`src/logic/erc_pkg.sv`:
```
// Constants, register map and mode codes of the auxiliary regulator control block.
// Assumes a 10 MHz system clock and an AXI4-Lite master with 32-bit data.
//
// Summary of operation
// - Stand-alone: select bit 0 gives 5.0V, 1 gives 3.3V.
// - Enable written in normal mode picks stand-alone.
// - Writing load-share bit picks load-sharing configuration.
// - First choice locks; survives soft reset, not power.
// - Stand-alone lock: on/off allowed, changes silently refused.
// - Load-share lock: changes refused, failure flag set.
// - Stop mode drops load sharing unless stop-keep set.
// - Regulator state follows chip mode table.
// - Stand-alone overcurrent limits and sets flag, clearable after.
// - Stand-alone undervoltage sets the undervoltage status flag.
// - Load sharing never sets overcurrent or undervoltage flags.
// - Battery undervoltage turns regulator off unless keep-on.
// - Load sharing shuts down in fail-safe mode.
// - Stop mode adds high-power stage by base current.
// - Status is readable in the supply status register.
package erc_pkg;

    // ==========================================================
    // Register map (byte addresses)
    localparam logic [7:0] ERC_CTRL_ADDR = 8'h00;
    localparam logic [7:0] ERC_HWCTRL_ADDR = 8'h04;
    localparam logic [7:0] ERC_STAT_ADDR = 8'h08;

    // ==========================================================
    // Control register fields
    localparam int ERC_CTRL_ENABLE_BIT = 0;
    localparam int ERC_CTRL_VSEL_BIT = 1;
    localparam int ERC_CTRL_KEEPON_BIT = 2;
    // Hardware control register fields
    localparam int ERC_HW_LS_BIT = 0;
    localparam int ERC_HW_STPKEEP_BIT = 1;
    // Status register fields
    localparam int ERC_ST_OC_BIT = 0;
    localparam int ERC_ST_UV_BIT = 1;
    localparam int ERC_ST_SPIFAIL_BIT = 2;
    localparam int ERC_ST_ON_BIT = 3;
    localparam int ERC_ST_CFG_LSB = 4;
    localparam int ERC_ST_VOUT_BIT = 6;
    localparam int ERC_ST_HP_BIT = 7;

    // ==========================================================
    // Reset values and bus response codes
    localparam logic [31:0] ERC_ZERO_WORD = 32'h0000_0000;
    localparam logic [1:0] ERC_RESP_OKAY = 2'h0;
    localparam logic [1:0] ERC_RESP_SLVERR = 2'h2;

    // ==========================================================
    // Chip operating modes, as delivered by the mode controller
    typedef enum logic [2:0] {
        ERC_MODE_INIT = 3'b000,
        ERC_MODE_NORMAL = 3'b001,
        ERC_MODE_STOP = 3'b010,
        ERC_MODE_SLEEP = 3'b011,
        ERC_MODE_RESTART = 3'b100,
        ERC_MODE_FAILSAFE = 3'b101
    } erc_mode_t;

    // Locked configuration
    typedef enum logic [1:0] {
        ERC_CFG_NONE = 2'b00,
        ERC_CFG_STANDALONE = 2'b01,
        ERC_CFG_LOADSHARE = 2'b10
    } erc_cfg_t;

endpackage : erc_pkg

```
`src/logic/erc_sync2.sv`:
```
// Two-flop synchroniser for a vector of asynchronous levels.
// Assumes the inputs are slow analog comparator levels.
`timescale 1ns/100ps
`default_nettype none
module erc_sync2 #(
    parameter int WIDTH = 1
) (
    input wire logic clock,
    input wire logic sys_rst,
    input wire logic [WIDTH-1:0] async_in,
    output logic [WIDTH-1:0] sync_out
);
    logic [WIDTH-1:0] meta_reg;

    always_ff @(posedge clock) begin
        if (sys_rst) begin
            meta_reg <= '0;
            sync_out <= '0;
        end else begin
            meta_reg <= async_in;
            sync_out <= meta_reg;
        end
    end
endmodule : erc_sync2
`default_nettype wire

```
`src/logic/erc_ctrl.sv`:
```
// Control logic of the auxiliary external-transistor regulator.
// Assumes chip mode comes from logic on the same clock; analog flags are
// pin-level and are synchronised here. por_n is the power-on indication
// (low while power is lost); sys_rst is the soft reset.
//
// The AXI4-Lite interface to the registers and the placing of the registers are this design's own decisions.
`timescale 1ns/100ps
`default_nettype none
module erc_ctrl
    import erc_pkg::*;
(
    input wire logic clock,
    input wire logic sys_rst,
    input wire logic por_n,
    input wire erc_pkg::erc_mode_t chip_mode,
    input wire logic shunt_limit_async,
    input wire logic aux_uv_async,
    input wire logic battery_uv_async,
    input wire logic base_rise_async,
    input wire logic base_fall_async,
    input wire logic [31:0] s_axi_awaddr,
    input wire logic s_axi_awvalid,
    output logic s_axi_awready,
    input wire logic [31:0] s_axi_wdata,
    input wire logic [3:0] s_axi_wstrb,
    input wire logic s_axi_wvalid,
    output logic s_axi_wready,
    output logic [1:0] s_axi_bresp,
    output logic s_axi_bvalid,
    input wire logic s_axi_bready,
    input wire logic [31:0] s_axi_araddr,
    input wire logic s_axi_arvalid,
    output logic s_axi_arready,
    output logic [31:0] s_axi_rdata,
    output logic [1:0] s_axi_rresp,
    output logic s_axi_rvalid,
    input wire logic s_axi_rready,
    output logic aux_regulator_on,
    output logic aux_vout_3v3,
    output logic current_limit_on,
    output logic high_power_on
);
    import erc_pkg::*;

    // ==========================================================
    // Synchronisers
    logic [4:0] ana_sync;
    logic shunt_limit;
    logic aux_uv;
    logic battery_uv;
    logic base_rise;
    logic base_fall;

    erc_sync2 #(.WIDTH(5)) u_sync (
        .clock(clock),
        .sys_rst(sys_rst),
        .async_in({base_fall_async, base_rise_async, battery_uv_async,
                   aux_uv_async, shunt_limit_async}),
        .sync_out(ana_sync)
    );
    assign shunt_limit = ana_sync[0];
    assign aux_uv = ana_sync[1];
    assign battery_uv = ana_sync[2];
    assign base_rise = ana_sync[3];
    assign base_fall = ana_sync[4];

    // ==========================================================
    // AXI4-Lite write path
    logic aw_held_reg;
    logic w_held_reg;
    logic [7:0] awaddr_reg;
    logic [31:0] wdata_reg;
    logic [3:0] wstrb_reg;
    logic wr_fire;
    logic wr_ok;

    assign s_axi_awready = !aw_held_reg && !s_axi_bvalid;
    assign s_axi_wready = !w_held_reg && !s_axi_bvalid;
    assign wr_fire = aw_held_reg && w_held_reg && !s_axi_bvalid;
    assign wr_ok = (awaddr_reg == ERC_CTRL_ADDR) || (awaddr_reg == ERC_HWCTRL_ADDR)
                   || (awaddr_reg == ERC_STAT_ADDR);

    always_ff @(posedge clock) begin
        if (sys_rst) begin
            aw_held_reg <= 1'b0;
            w_held_reg <= 1'b0;
            awaddr_reg <= 8'h00;
            wdata_reg <= ERC_ZERO_WORD;
            wstrb_reg <= 4'h0;
        end else begin
            if (s_axi_awvalid && s_axi_awready) begin
                aw_held_reg <= 1'b1;
                awaddr_reg <= s_axi_awaddr[7:0];
            end else if (wr_fire) begin
                aw_held_reg <= 1'b0;
            end
            if (s_axi_wvalid && s_axi_wready) begin
                w_held_reg <= 1'b1;
                wdata_reg <= s_axi_wdata;
                wstrb_reg <= s_axi_wstrb;
            end else if (wr_fire) begin
                w_held_reg <= 1'b0;
            end
        end
    end

    always_ff @(posedge clock) begin
        if (sys_rst) begin
            s_axi_bvalid <= 1'b0;
            s_axi_bresp <= ERC_RESP_OKAY;
        end else if (wr_fire) begin
            s_axi_bvalid <= 1'b1;
            s_axi_bresp <= wr_ok ? ERC_RESP_OKAY : ERC_RESP_SLVERR;
        end else if (s_axi_bready) begin
            s_axi_bvalid <= 1'b0;
        end
    end

    logic wr_ctrl;
    logic wr_hw;
    logic wr_stat;
    assign wr_ctrl = wr_fire && (awaddr_reg == ERC_CTRL_ADDR) && wstrb_reg[0];
    assign wr_hw = wr_fire && (awaddr_reg == ERC_HWCTRL_ADDR) && wstrb_reg[0];
    assign wr_stat = wr_fire && (awaddr_reg == ERC_STAT_ADDR) && wstrb_reg[0];

    // ==========================================================
    // Configuration lock, held across soft reset
    // Only power loss clears it, so this register ignores sys_rst.
    erc_cfg_t cfg_reg;
    logic por_meta_reg;
    logic por_ok_reg;

    always_ff @(posedge clock) begin
        por_meta_reg <= por_n;
        por_ok_reg <= por_meta_reg;
    end

    logic want_sa;
    logic want_ls;
    assign want_sa = wr_ctrl && wdata_reg[ERC_CTRL_ENABLE_BIT]
                     && (chip_mode == ERC_MODE_NORMAL);
    assign want_ls = wr_hw && wdata_reg[ERC_HW_LS_BIT];

    always_ff @(posedge clock) begin
        if (!por_ok_reg) begin
            cfg_reg <= ERC_CFG_NONE;
        end else if (cfg_reg == ERC_CFG_NONE) begin
            if (want_ls) begin
                cfg_reg <= ERC_CFG_LOADSHARE;
            end else if (want_sa) begin
                cfg_reg <= ERC_CFG_STANDALONE;
            end
        end
    end

    // ==========================================================
    // Software control bits
    logic enable_reg;
    logic vsel_reg;
    logic keepon_reg;
    logic stop_keep_reg;

    always_ff @(posedge clock) begin
        if (sys_rst) begin
            enable_reg <= 1'b0;
            vsel_reg <= 1'b0;
            keepon_reg <= 1'b0;
        end else if (wr_ctrl) begin
            // Voltage choice freezes once either configuration is locked
            if (cfg_reg == ERC_CFG_NONE) begin
                vsel_reg <= wdata_reg[ERC_CTRL_VSEL_BIT];
            end
            if (cfg_reg != ERC_CFG_LOADSHARE) begin
                enable_reg <= wdata_reg[ERC_CTRL_ENABLE_BIT];
            end
            keepon_reg <= wdata_reg[ERC_CTRL_KEEPON_BIT];
        end
    end

    always_ff @(posedge clock) begin
        if (sys_rst) begin
            stop_keep_reg <= 1'b0;
        end else if (wr_hw) begin
            stop_keep_reg <= wdata_reg[ERC_HW_STPKEEP_BIT];
        end
    end

    // Attempt to clear load sharing, set enable or change the voltage once load sharing is locked
    logic ls_violation;
    assign ls_violation = (cfg_reg == ERC_CFG_LOADSHARE)
        && ((wr_hw && !wdata_reg[ERC_HW_LS_BIT])
            || (wr_ctrl && (wdata_reg[ERC_CTRL_ENABLE_BIT]
                            || wdata_reg[ERC_CTRL_VSEL_BIT] != vsel_reg)));

    // ==========================================================
    // Regulator state by chip mode
    logic sa_mode_on;
    logic ls_mode_on;
    logic supply_ok;
    logic reg_on;

    always_comb begin
        sa_mode_on = 1'b0;
        ls_mode_on = 1'b0;
        unique case (chip_mode)
            ERC_MODE_INIT: begin
                sa_mode_on = 1'b0;
                ls_mode_on = 1'b0;
            end
            ERC_MODE_NORMAL: begin
                sa_mode_on = enable_reg;
                ls_mode_on = 1'b1;
            end
            ERC_MODE_STOP: begin
                sa_mode_on = enable_reg;
                ls_mode_on = stop_keep_reg;
            end
            ERC_MODE_SLEEP: begin
                sa_mode_on = enable_reg;
                ls_mode_on = 1'b0;
            end
            ERC_MODE_RESTART: begin
                sa_mode_on = enable_reg;
                ls_mode_on = 1'b1;
            end
            ERC_MODE_FAILSAFE: begin
                sa_mode_on = 1'b0;
                ls_mode_on = 1'b0;
            end
            default: begin
                sa_mode_on = 1'b0;
                ls_mode_on = 1'b0;
            end
        endcase
    end

    assign supply_ok = !battery_uv || keepon_reg;
    assign reg_on = supply_ok
        && (((cfg_reg == ERC_CFG_STANDALONE) && sa_mode_on)
            || ((cfg_reg == ERC_CFG_LOADSHARE) && ls_mode_on));

    // ==========================================================
    // Outputs to the analog stage
    logic hp_reg;

    always_ff @(posedge clock) begin
        if (sys_rst) begin
            aux_regulator_on <= 1'b0;
            aux_vout_3v3 <= 1'b0;
            current_limit_on <= 1'b0;
        end else begin
            aux_regulator_on <= reg_on;
            // Load sharing always follows the main regulator voltage
            aux_vout_3v3 <= (cfg_reg == ERC_CFG_STANDALONE) && vsel_reg;
            current_limit_on <= (cfg_reg == ERC_CFG_STANDALONE) && reg_on;
        end
    end

    // Hysteresis between the two comparators keeps the stage from chattering
    always_ff @(posedge clock) begin
        if (sys_rst) begin
            hp_reg <= 1'b1;
        end else if (chip_mode != ERC_MODE_STOP) begin
            hp_reg <= 1'b1;
        end else if (base_rise) begin
            hp_reg <= 1'b1;
        end else if (!base_fall) begin
            hp_reg <= 1'b0;
        end
    end

    assign high_power_on = hp_reg && aux_regulator_on;

    // ==========================================================
    // Status flags; a new event wins over a software clear
    logic oc_reg;
    logic uv_reg;
    logic fail_reg;
    logic oc_set;
    logic uv_set;

    assign oc_set = (cfg_reg == ERC_CFG_STANDALONE) && aux_regulator_on
                    && shunt_limit;
    assign uv_set = (cfg_reg == ERC_CFG_STANDALONE) && aux_regulator_on
                    && aux_uv;

    always_ff @(posedge clock) begin
        if (sys_rst) begin
            oc_reg <= 1'b0;
            uv_reg <= 1'b0;
            fail_reg <= 1'b0;
        end else begin
            if (oc_set) begin
                oc_reg <= 1'b1;
            end else if (wr_stat && wdata_reg[ERC_ST_OC_BIT]) begin
                oc_reg <= 1'b0;
            end
            if (uv_set) begin
                uv_reg <= 1'b1;
            end else if (wr_stat && wdata_reg[ERC_ST_UV_BIT]) begin
                uv_reg <= 1'b0;
            end
            if (ls_violation) begin
                fail_reg <= 1'b1;
            end else if (wr_stat && wdata_reg[ERC_ST_SPIFAIL_BIT]) begin
                fail_reg <= 1'b0;
            end
        end
    end

    // ==========================================================
    // AXI4-Lite read path
    logic [31:0] rd_word;
    logic [7:0] rd_addr;

    assign rd_addr = s_axi_araddr[7:0];
    assign s_axi_arready = !s_axi_rvalid;

    always_comb begin
        rd_word = ERC_ZERO_WORD;
        if (rd_addr == ERC_CTRL_ADDR) begin
            rd_word[ERC_CTRL_ENABLE_BIT] = enable_reg;
            rd_word[ERC_CTRL_VSEL_BIT] = vsel_reg;
            rd_word[ERC_CTRL_KEEPON_BIT] = keepon_reg;
        end else if (rd_addr == ERC_HWCTRL_ADDR) begin
            rd_word[ERC_HW_LS_BIT] = (cfg_reg == ERC_CFG_LOADSHARE);
            rd_word[ERC_HW_STPKEEP_BIT] = stop_keep_reg;
        end else if (rd_addr == ERC_STAT_ADDR) begin
            rd_word[ERC_ST_OC_BIT] = oc_reg;
            rd_word[ERC_ST_UV_BIT] = uv_reg;
            rd_word[ERC_ST_SPIFAIL_BIT] = fail_reg;
            rd_word[ERC_ST_ON_BIT] = aux_regulator_on;
            rd_word[ERC_ST_CFG_LSB +: 2] = cfg_reg;
            rd_word[ERC_ST_VOUT_BIT] = aux_vout_3v3;
            rd_word[ERC_ST_HP_BIT] = high_power_on;
        end
    end

    always_ff @(posedge clock) begin
        if (sys_rst) begin
            s_axi_rvalid <= 1'b0;
            s_axi_rdata <= ERC_ZERO_WORD;
            s_axi_rresp <= ERC_RESP_OKAY;
        end else if (s_axi_arvalid && s_axi_arready) begin
            s_axi_rvalid <= 1'b1;
            s_axi_rdata <= rd_word;
            s_axi_rresp <= ((rd_addr == ERC_CTRL_ADDR) || (rd_addr == ERC_HWCTRL_ADDR)
                            || (rd_addr == ERC_STAT_ADDR)) ? ERC_RESP_OKAY : ERC_RESP_SLVERR;
        end else if (s_axi_rready) begin
            s_axi_rvalid <= 1'b0;
        end
    end

endmodule : erc_ctrl
`default_nettype wire

```
`config.mk`:
```
export PLATFORM = sky130hd
export DESIGN_NAME = erc_ctrl
export DESIGN_NICKNAME = d
export VERILOG_FILES = /design/src/logic/erc_pkg.sv /design/src/logic/erc_sync2.sv /design/src/logic/erc_ctrl.sv
export SDC_FILE = /design/constraint.sdc
export NUM_CORES = 1
export LEC_CHECK = 0
export BUFFER_PORTS_ARGS = -buffer_cell sky130_fd_sc_hd__buf_2
export CAP_MARGIN = 0
export CORE_MARGIN = 3
export CORE_UTILIZATION = 25
export DETAILED_ROUTE_END_ITERATION = 10
export GPL_ROUTABILITY_DRIVEN = 0
export HOLD_SLACK_MARGIN = 0.05
export PLACE_DENSITY = 0.61
export SYNTH_ARGS = -nofsm -noshare
export SYNTH_HDL_FRONTEND = slang
export SYNTH_SLANG_ARGS = --single-unit
```
`constraint.sdc`:
```
create_clock -name clock -period 1.5 [get_ports clock]
set_clock_uncertainty 0.05 [all_clocks]
set_input_delay 0.075 -clock clock [delete_from_list [all_inputs] [get_ports clock]]
set_output_delay 0.075 -clock clock [all_outputs]
set_load 0.01 [all_outputs]
```
# ---- After elaboration in Yosys (flattened, before gate mapping)
# Cells that the tools add are included.
dict set report classes {
  reduce_logical 62
  muxes 24
  n_eq_ne 13
}
# cell count
set op_table {}
lappend op_table {{$logic_and A1 B1 Y1} 31}
lappend op_table {{$eq A8 B3 Y1 const B} 2}
lappend op_table {{$eq A8 B4 Y1 const B} 2}
lappend op_table {{$logic_not A8 Y1} 2}
lappend op_table {{$reduce_bool A2 Y1} 8}
lappend op_table {{$mux W1} 14}
lappend op_table {{$mux W2} 5}
lappend op_table {{$logic_or A1 B1 Y1} 8}
lappend op_table {{$mux W8} 1}
lappend op_table {{$eq A3 B2 Y1 const B} 2}
lappend op_table {{$logic_not A1 Y1} 6}
lappend op_table {{$mux W6} 1}
lappend op_table {{$reduce_and A2 Y1} 3}
lappend op_table {{$mux W5} 1}
lappend op_table {{$reduce_or A4 Y1} 1}
lappend op_table {{$eq A3 B1 Y1 const B} 1}
lappend op_table {{$eq A3 B3 Y1 const B} 1}
lappend op_table {{$mux W3} 1}
lappend op_table {{$ne A3 B2 Y1 const B} 1}
lappend op_table {{$reduce_or A3 Y1} 1}
lappend op_table {{$eq A2 B1 Y1 const B} 1}
lappend op_table {{$eq A2 B2 Y1 const B} 1}
lappend op_table {{$logic_not A2 Y1} 1}
lappend op_table {{$ne A2 B2 Y1 const B} 1}
lappend op_table {{3 further kinds} 3}
dict set report totals {
  in_bits 116
  output_inout_bits 45
  elab_cells 125
  register_bits 53
}

# ---- Logic depth before layout (Yosys ltp)
# Gate-level depths: netlist (run 1).
dict set report depth {
  ltp_word 8
  depth_mapped 6
  mapped_depth_nobuf 4
}

# ---- By module
# A second synthesis (run 1) with hierarchy kept.
dict set report hier_totals {
  hier_cells 258
  area_unflattened_um2 2253.4
}
# module seq_area_each_um2 instances cells_per_inst area_per_inst_um2
set by_module_without_submodules {}
lappend by_module_without_submodules {erc_ctrl 820.8 1 238 1990.7}
lappend by_module_without_submodules {erc_sync2 200.2 1 20 262.8}

# ---- Least setup slack after synthesis (run 1)
# OpenSTA, ideal clock, no wires.
dict set report synth_path {
  path_kind {register to register}
  startpoint {reg awaddr_reg[2]}
  endpoint {reg cfg_reg[0]}
  stages_incl_launch_ff 5
  path_slack_ns 0.043
  synth_period_minus_slack_ns 1.457
  arrival_time_ns 1.349
  setup_ns 0.058
  t_required_ns 1.392
  path_cell_list {dfxtp_1 buf_6 or4b_2 nor4_1 o21a_1}
}
dict set report synth_between {
  elab_chain_len 7
  word_cells_on_any_way 12
  classes_between {1 x eq/ne; 1 x mux; 10 x reduce/logical}
}
# item line
set synth_rtl {}
lappend synth_rtl {{start, declared} erc_ctrl.sv:71} ;# logic [7:0] awaddr_reg;
lappend synth_rtl {{start signal, assigned} erc_ctrl.sv:93} ;# awaddr_reg <= s_axi_awaddr[7:0];
lappend synth_rtl {{$logic_not A8 Y1} erc_ctrl.sv:122} ;# assign wr_ctrl = wr_fire && (awaddr_reg == ERC_CTRL_ADDR) && wstrb_reg[0];
lappend synth_rtl {{$logic_and A1 B1 Y1 (2 in a row)} erc_ctrl.sv:122}
lappend synth_rtl {{$logic_and A1 B1 Y1} erc_ctrl.sv:140} ;# assign want_sa = wr_ctrl && wdata_reg[ERC_CTRL_ENABLE_BIT]
lappend synth_rtl {{$logic_and A1 B1 Y1} erc_ctrl.sv:141} ;# && (chip_mode == ERC_MODE_NORMAL);
lappend synth_rtl {{$reduce_bool A2 Y1 (no line)} n/a}
lappend synth_rtl {{$reduce_and A2 Y1 (no line)} n/a}
lappend synth_rtl {{end signal, assigned} erc_ctrl.sv:146} ;# cfg_reg <= ERC_CFG_NONE;
lappend synth_rtl {{end signal, assigned} erc_ctrl.sv:149} ;# cfg_reg <= ERC_CFG_LOADSHARE;
lappend synth_rtl {{end signal, assigned} erc_ctrl.sv:151} ;# cfg_reg <= ERC_CFG_STANDALONE;
lappend synth_rtl {{end, declared} erc_ctrl.sv:129} ;# erc_cfg_t cfg_reg;
# Several ways; a longest one is shown, not always the timed one.
# A chain may end at the register's enable or synchronous reset.

# ---- Worst setup path after layout (run 1)
# Ends and elaborated chain as after synthesis.

==> results.cfg, run 1 <==
[worst_setup_path]
required_ns = 1.69
reg2reg_depth = 3
worst_r2r_startpoint = awaddr_reg[2]
rrSetupSlack_ns = 0.04
worstSetupEndpointType = register
worst-path-max-fanout = 2
r2r-end = cfg_reg[0]
path_class = register to register
worstSetupStartpointType = register
cp.arrival_ns = 1.65

[yosys]
post_synth_num_cell_types = 40
yosys.area.top_type = dfxtp_1
synth-edff-count = 0
yosys_warnings = 0
ys_dominant_reg_cell = dfxtp_1
syn-instance-count = 254
ys_async_sr_fraction_pct = 0
seq_area_frac_synth_pct = 45.6
synth_area_leaders = dfxtp_1 (46%), buf_4 (8.7%), a21oi_1 (6.7%)
yosysTopAreaCellShare_pct = 45.6
ys_ff_latch = 51
syn_area_mm2 = 0.00224
syn_area_per_cell_um2 = 8.82

[power]
power_leakage_uw = 0.00124
finalPower_uw = 2730
pwr-share-comb_pct = 13.1
sequentialPowerShare_pct = 52.5
vdd_ir_drop_max_mv = 0.654
power_switching_uw = 664
intPower_uw = 2070
netSwitchingFraction_pct = 24.3
clkPwrFrac_pct = 34.4
pwr_density_cell_mw_per_mm2 = 948

[cts]
cts_root_buf = clkbuf_8
clk_latency_ns = 0.31
htree_levels = 2
cts_buffers = 5
numClockSinks = 51
clockBufferDepth = 2
cts_tree = built
clk_pin_slew_ns = 0.10

[global_routing]
grt_pass1_wl_um = 8180
grt_start_max_net_pins = 24
antenna_found_initial = 0
grt_remaining_overflow = 0
grt_usage_pct = 9.99
grt_pass1_vias = 1798

[flow_run]
drv_cap = 0

[timing]
post-route-min-period_ns = 1.46
setup_tns_ns = 0
rsz0062_at_grt = true
slew_viol_final = 0
timing.final.crit_share_pct = 97.1
hold_viol = 0
fmax_mhz = 687
fin_ws_ns = 0.0437
setup_viol = 0

[detailed_routing]
drc_errors = 0
routed.top_layer = met4
dr.pass1.iters = 4
wl_met3_um = 320
wl_met1_um = 2120
vias_per_cell = 4.22
wl_met2_um = 2380
postRouteAntennaNets = 0
wl_um = 4930
drt_iter0_drc = 90
wl_per_cell_um = 11.2
vias = 1866

[die]
die_w_um = 101
rows = 33
die_height_um = 101
start_util_pct = 26.5
die_area_mm2 = 0.0101
core_area_mm2 = 0.00846
io_pins = 161

[min_path]
hp-class = primary input to register
min-delay-start = s_axi_araddr[1]
holdPathStages = 4
min_to = s_axi_rdata[3]

[placed_design]
placed_cell_area_mm2 = 0.00252
pre_cts_ws_ns = -0.0193
portBuffers = 54
detailedPlacementHpwl_um = 3690
placed_cells = 411

[finish]
drive_gt1_share_pct = 24.3
synthToLayoutAreaGrowth_pct = 28.6
layout.nets = 452
finalInstanceArea_mm2 = 0.00288
insertedDiodeCount = 0
final_cell_count_no_fill = 442

[run_status]
outcome = complete, no violations
==> synthesized netlist by cell type, types with 4 or more instances <==
library cell	count
nand2_1	27
mux2i_1	7
nand2b_1	6
o21ai_0	5
a21oi_1	30
nor2b_1	15
clkbuf_1	4
nor2_1	22
inv_1	8
buf_4	26
dfxtp_1	51
buf_6	4
nand4_1	4
nand3_1	11
==> cell usage in the layout (no fill, tap or decap), types with 3 or more instances in the layout <==
cell	count
a21oi_1	30
buf_2	54
buf_4	10
clkbuf_8	5
conb_1	26
dfxtp_1	50
dlygate4sd3_1	22
inv_1	8
mux2i_1	7
nand2_1	27
nand2b_1	6
nand3_1	11
nand4_1	4
nor2_1	22
nor2b_1	15
o21ai_0	3
==> routing by layer <==
| metal | vias up | global-route usage [%] |
|---|---|---|
| met3 | 10 | 2.49 |
| met2 | 53 | 16.9 |
| met1 | 837 | 12.0 |
| li1 | 966 | - |
| met4 | 0 | 4.25 |
| met5 | - | 0 |
==> kinds of logic after synthesis <==
group	share of synthesized area [%]
buffers and inverters	13.8
XOR/XNOR	0.782
flip-flops	45.6
multiplexers	3.13
other	0.167
AND/OR/NAND/NOR	25.3
AO/OA/AOI/OAI	11.2
==> stage by stage <==
stage	hold slack, ns	utilization [%]
CTS	0.0514	33.7
global route	0.0717	34.1
floorplan	0.0527	-
finish	0.0623	34.1
detailed placement	0.133	29.8
global placement	0.133	29.8
==> critical path, stage by stage (launching register included) <==
cell     delay, ns
dfxtp_1       0.32
or4b_2        0.67
nor4_2        0.23
o21a_1        0.13
==> layout make-up <==
class | count | area (um2)
clock buffers | 5 | 68.8
clock inverters | 3 | 43.8
fillers | 887 | 5580
inverters | 8 | 30.0
multi-input cells | 184 | 1020
flip-flops and latches | 51 | 1020
well taps | 105 | 131
repair buffers | 86 | 566
==> power groups by stage <==
stage	logic (uW)	registers, uW	clock network (uW)
after floorplan	249	1460	0
after global placement	298	1460	0
after detailed placement	303	1460	0
after CTS	348	1430	980
after global routing	403	1440	1010
final	358	1430	941
==> what timing repair did <==
action | CTS | global route
hold buffers | 22 | 0
setup endpoints to repair | 1 | 6
gates resized for setup | 0 | 7
pin swaps | 1 | 1
setup buffers | 0 | 1
endpoints found under the hold margin | 21 | 0
==> worst max-delay path by stage <==
stage | slack [ns] | from | end | cells past startpoint
after CTS | 0.007 | awaddr_reg[2] | cfg_reg[0] | 3
after global placement | 0.02 | s_axi_araddr[5] | s_axi_rdata[3] | 5
final | 0.04 | awaddr_reg[2] | cfg_reg[0] | 3
after floorplan | 0.04 | awaddr_reg[2] | cfg_reg[0] | 4
after global routing | -0.04 | awaddr_reg[2] | cfg_reg[0] | 3
after detailed placement | -0.02 | s_axi_araddr[5] | s_axi_rdata[7] | 5
No activity file was read; power rests on OpenSTA's default activity.
==> run 2, diff against run 1 <==
BUFFER_PORTS_ARGS = -buffer_cell sky130_fd_sc_hd__buf_4   (was -buffer_cell sky130_fd_sc_hd__buf_2)
CORE_MARGIN = 8   (was 3)
==> run 2 against run 1 <==
Against the previous run: fmax down 1.9%; core utilization up 0.42 points; clock-buffer cell count up 1; via count down 1.0%; die area up 21%; register-to-register slack worse by 0.03 ns; routed wire length up 7.7%; design area up 4.3%; highest routed layer unchanged.
==> results.cfg, run 2 (synthesis gave the netlist of run 1 again) <==
[cts]
cts_tree = built
cts_buffers = 5
numClockSinks = 51
clk_latency_ns = 0.31
clk_pin_slew_ns = 0.10
htree_levels = 2
clockBufferDepth = 2
cts_root_buf = clkbuf_8

[global_routing]
grt_remaining_overflow = 0
grt_start_max_net_pins = 48
antenna_found_initial = 0
grt_pass1_wl_um = 8770
grt_usage_pct = 8.45
grt_pass1_vias = 1811

[power]
vdd_ir_drop_max_mv = 0.545
pwr_density_cell_mw_per_mm2 = 862
power_leakage_uw = 0.00126
finalPower_uw = 2590

[min_path]
hp-class = primary input to register
min_to = s_axi_rdata[1]
holdPathStages = 4
min-delay-start = s_axi_araddr[3]

[timing]
hold_viol = 0
fmax_mhz = 674
post-route-min-period_ns = 1.48
slew_viol_final = 0
rsz0062_at_grt = true
setup_viol = 0
timing.final.crit_share_pct = 98.9

[worst_setup_path]
crit_chain = or4b_2, nor4_2, o21a_1
rrSetupSlack_ns = 0.02
worst_r2r_startpoint = awaddr_reg[2]
worstSetupEndpointType = register
reg2reg_depth = 3
worst-path-max-fanout = 2
cp_slowest_cell = or4b_2
cp.arrival_ns = 1.67
slowest_delay_ns = 0.67
required_ns = 1.69
path_class = register to register
worstSetupStartpointType = register
r2r-end = cfg_reg[0]

[finish]
synthToLayoutAreaGrowth_pct = 34.2
fillerInstances = 904
insertedDiodeCount = 0
layout.nets = 454
finalInstanceArea_mm2 = 0.00301
layout_common_cells = buf_4 (63), dfxtp_1 (51), a21oi_1 (30)
final_cell_count_no_fill = 447
drive_gt1_share_pct = 23.3
layout_commonest_cell = buf_4

[detailed_routing]
postRouteAntennaNets = 0
drc_errors = 0
drt_iter0_drc = 100
vias = 1847
wl_um = 5310
dr.pass1.iters = 4
wl_per_cell_um = 11.9
vias_per_cell = 4.13

[die]
rows = 34
start_util_pct = 25.7
io_pins = 161
die_height_um = 111
die_w_um = 111
die_area_mm2 = 0.0122
core_area_mm2 = 0.00872

[flow_run]
drv_cap = 0

[placed_design]
portBuffers = 54
detailedPlacementHpwl_um = 4030
placed_cells = 413
placed_cell_area_mm2 = 0.00266

[run_status]
outcome = complete, no violations
run 2: worst max-delay path by stage:
stage	start	to	slack, ns	depth (start not counted)
after floorplan	awaddr_reg[2]	cfg_reg[0]	0.04	4
after global placement	s_axi_araddr[5]	s_axi_rdata[7]	0.04	5
after detailed placement	s_axi_araddr[5]	s_axi_rdata[7]	-0.01	5
after CTS	awaddr_reg[7]	cfg_reg[0]	0.0004	5
after global routing	awaddr_reg[2]	cfg_reg[0]	-0.04	3
final	awaddr_reg[2]	cfg_reg[0]	0.02	3
run 2: power by group:
group / leakage [uW] / switching (uW) / internal, uW / total, uW
clock: 0.0000412 / 436 / 327 / 762
combinational: 0.000801 / 194 / 203 / 397
sequential: 0.000417 / 29.8 / 1400 / 1430
total: 0.00126 / 659 / 1930 / 2590
run 2: worst max-delay path, delay by kind of cell (launching register included):
kind | cells | cell delay [ns]
flops | 1 | 0.33
simple gates | 2 | 0.91
compound gates | 1 | 0.13
run 2: stage by stage:
stage | worst slack (ns) | util [%] | hold WS, ns | TNS (ns)
after floorplan | 0.0433 | - | 0.0527 | 0
after global placement | 0.0397 | 30.4 | 0.132 | 0
after detailed placement | -0.0149 | 30.4 | 0.132 | -0.0149
after CTS | 0.000397 | 34.3 | 0.0767 | 0
after global routing | -0.0436 | 34.5 | 0.0751 | -0.0436
final | 0.0162 | 34.5 | 0.0740 | 0
run 2: layer usage:
layer	vias up	track usage (%)	share of wire, %
met5	-	0	0
met2	46	14.5	51
met1	830	9.38	42
met3	5	3.68	6.1
met4	0	1.89	0.77
li1	966	-	-
run 2: repair_timing:
item                                    CTS  global route
hold buffers                             25             0
gates resized for setup                   0             4
buffers inserted                          0             1
endpoints found under the setup margin    0             3
endpoints found under the hold margin    26             0
run 2: cell type report:
class                   instances  area (um2)  area share [%]
flip-flops and latches         51        1020            34.0
multi-input cells             184        1010            33.7
repair buffers                 88         723            24.1
well taps                     108         135            4.49
clock buffers                   6        72.6            2.41
inverters                       8        30.0           0.999
clock inverters                 2        12.5           0.416
==> run 3, diff against run 2 <==
CORE_UTILIZATION = 37   (was 25)
PLACE_DENSITY = 0.82   (was 0.61)
==> run 3 against run 2 <==
Against the previous run: design area shrank 2.2%; non-clock buffer count shrank 3; routed wire length shrank 3.9%; critical path depth grew 2; largest cell class unchanged; via count grew 2.5%; fmax grew 1.0%; highest routed layer unchanged; total power shrank 0.63%; combinational power shrank 2%; final cell count shrank 8.1%; register-to-register slack is essentially flat; worst setup slack gained 0.015 ns; sequential share of layout area grew 0.75 points.
==> results.cfg, run 3 (synthesis gave the netlist of run 1 again) <==
[detailed_routing]
wl_met3_um = 430
dr.pass1.iters = 4
wl_um = 5100
routed.top_layer = met4
vias_per_cell = 4.61
drt_iter0_drc = 146
drc_errors = 0
wl_per_cell_um = 12.4
vias = 1893
wl_met2_um = 2490
postRouteAntennaNets = 0
wl_met1_um = 2110

[timing]
fin_ws_ns = 0.0309
post-route-min-period_ns = 1.47
slew_viol_final = 0
rsz0062_at_grt = true
hold-worst-slack_ns = 0.0647
timing.final.crit_share_pct = 97.9
setup_viol = 0
hold_viol = 0
fmax_mhz = 681

[placed_design]
pre_cts_ws_ns = -0.00529
placed_cells = 379
placed_cell_area_mm2 = 0.00261
detailedPlacementHpwl_um = 3670
portBuffers = 54

[die]
die_w_um = 93.8
rows = 28
start_util_pct = 38.1
die_area_mm2 = 0.00880
io_pins = 161
core_area_mm2 = 0.00589
die_height_um = 93.8

[worst_setup_path]
worstSetupEndpointType = register
cp.arrival_ns = 1.59
required_ns = 1.62
cp_slowest_cell = dfxtp_1
slowest_delay_ns = 0.33
worst-path-max-fanout = 6
worstSetupStartpointType = register
crit_family = compound AO/OA/AOI/OAI gates
path_class = register to register
crit_chain = nor4_2, buf_4, nand4_1, o21ai_0, a21oi_1
worst-path-buf-inv = 1

[power]
power_switching_uw = 650
finalPower_uw = 2580
vdd_ir_drop_max_mv = 0.481
netSwitchingFraction_pct = 25.2
power_leakage_uw = 0.00125
sequentialPowerShare_pct = 55.6
intPower_uw = 1930
clkPwrFrac_pct = 29.3
pwr-share-comb_pct = 15.0
pwr_density_cell_mw_per_mm2 = 876

[cts]
numClockSinks = 51
clk_latency_ns = 0.30
cts_root_buf = clkbuf_8
cts_tree = built
clockBufferDepth = 2
cts_buffers = 5
clk_pin_slew_ns = 0.09
cts_setup_buffers = 0
htree_levels = 2

[finish]
layout_common_cells = buf_4 (61), dfxtp_1 (51), a21oi_1 (30)
finalInstanceArea_mm2 = 0.00294
final_cell_count_no_fill = 411
multi_input_area_mm2 = 0.00101
insertedDiodeCount = 0
drive_gt1_share_pct = 22.6
register_area_mm2 = 0.00102
layout_commonest_cell = buf_4
layout.nets = 451
fillerInstances = 569
synthToLayoutAreaGrowth_pct = 31.3

[min_path]
hp-class = primary input to register

[global_routing]
grt_usage_pct = 11.7
grt_remaining_overflow = 0
grt_pass1_vias = 1854
grt_start_max_net_pins = 48
antenna_found_initial = 0
grt_pass1_wl_um = 8470

[run_status]
outcome = complete, no violations

[flow_run]
drv_cap = 0
[run 3: worst reg2reg max path, cell delays in order, from the launching register on]
cell and delay [ns]:
dfxtp_1 0.33, nor4_2 0.25, buf_4 0.17, nand4_1 0.14, o21ai_0 0.29, a21oi_1 0.11
[run 3: path summary, 6_finish.rpt]
kind                   start              to  slack [ns]  depth (start not counted)
max            awaddr_reg[7]          uv_reg        0.03                          5
min reg2reg     por_meta_reg      por_ok_reg        0.29                          0
min          s_axi_araddr[0]  s_axi_rdata[1]        0.06                          4
max reg2reg    awaddr_reg[7]          uv_reg        0.03                          5
[run 3: cell type report]
type,count,share of cell area [%]
Clock buffer,6,2.47
Clock inverter,2,0.425
Inverter,8,1.02
Multi-Input combinational cell,184,34.5
Sequential cell,51,34.7
Tap cell,75,3.19
Timing Repair Buffer,85,23.7
[run 3: timing repair]
| action | 4_1_cts | 5_1_grt |
|---|---|---|
| endpoints found under the hold margin | 23 | 1 |
| hold buffers | 23 | 1 |
| gates resized for setup | 0 | 2 |
| setup endpoints to repair | 0 | 5 |
[run 3: power groups by stage]
stage	clock, uW	combinational (uW)	sequential [uW]
after floorplan	0	249	1460
after global placement	0	329	1460
after detailed placement	0	334	1460
after CTS	783	381	1430
after global routing	857	430	1440
final	756	388	1430
[run 3: stage by stage]
stage	TNS (ns)	utilization [%]
CTS	0	49.6
global placement	0	44.3
global route	-0.212	50.0
finish	0	50.0
detailed placement	-0.00529	44.3
floorplan	0	-
[run 3: layer usage]
layer,vias up,GRT usage (%)
li1,960,-
met1,865,12.9
met2,60,20.5
met3,8,4.16
met4,0,3.83
met5,-,0
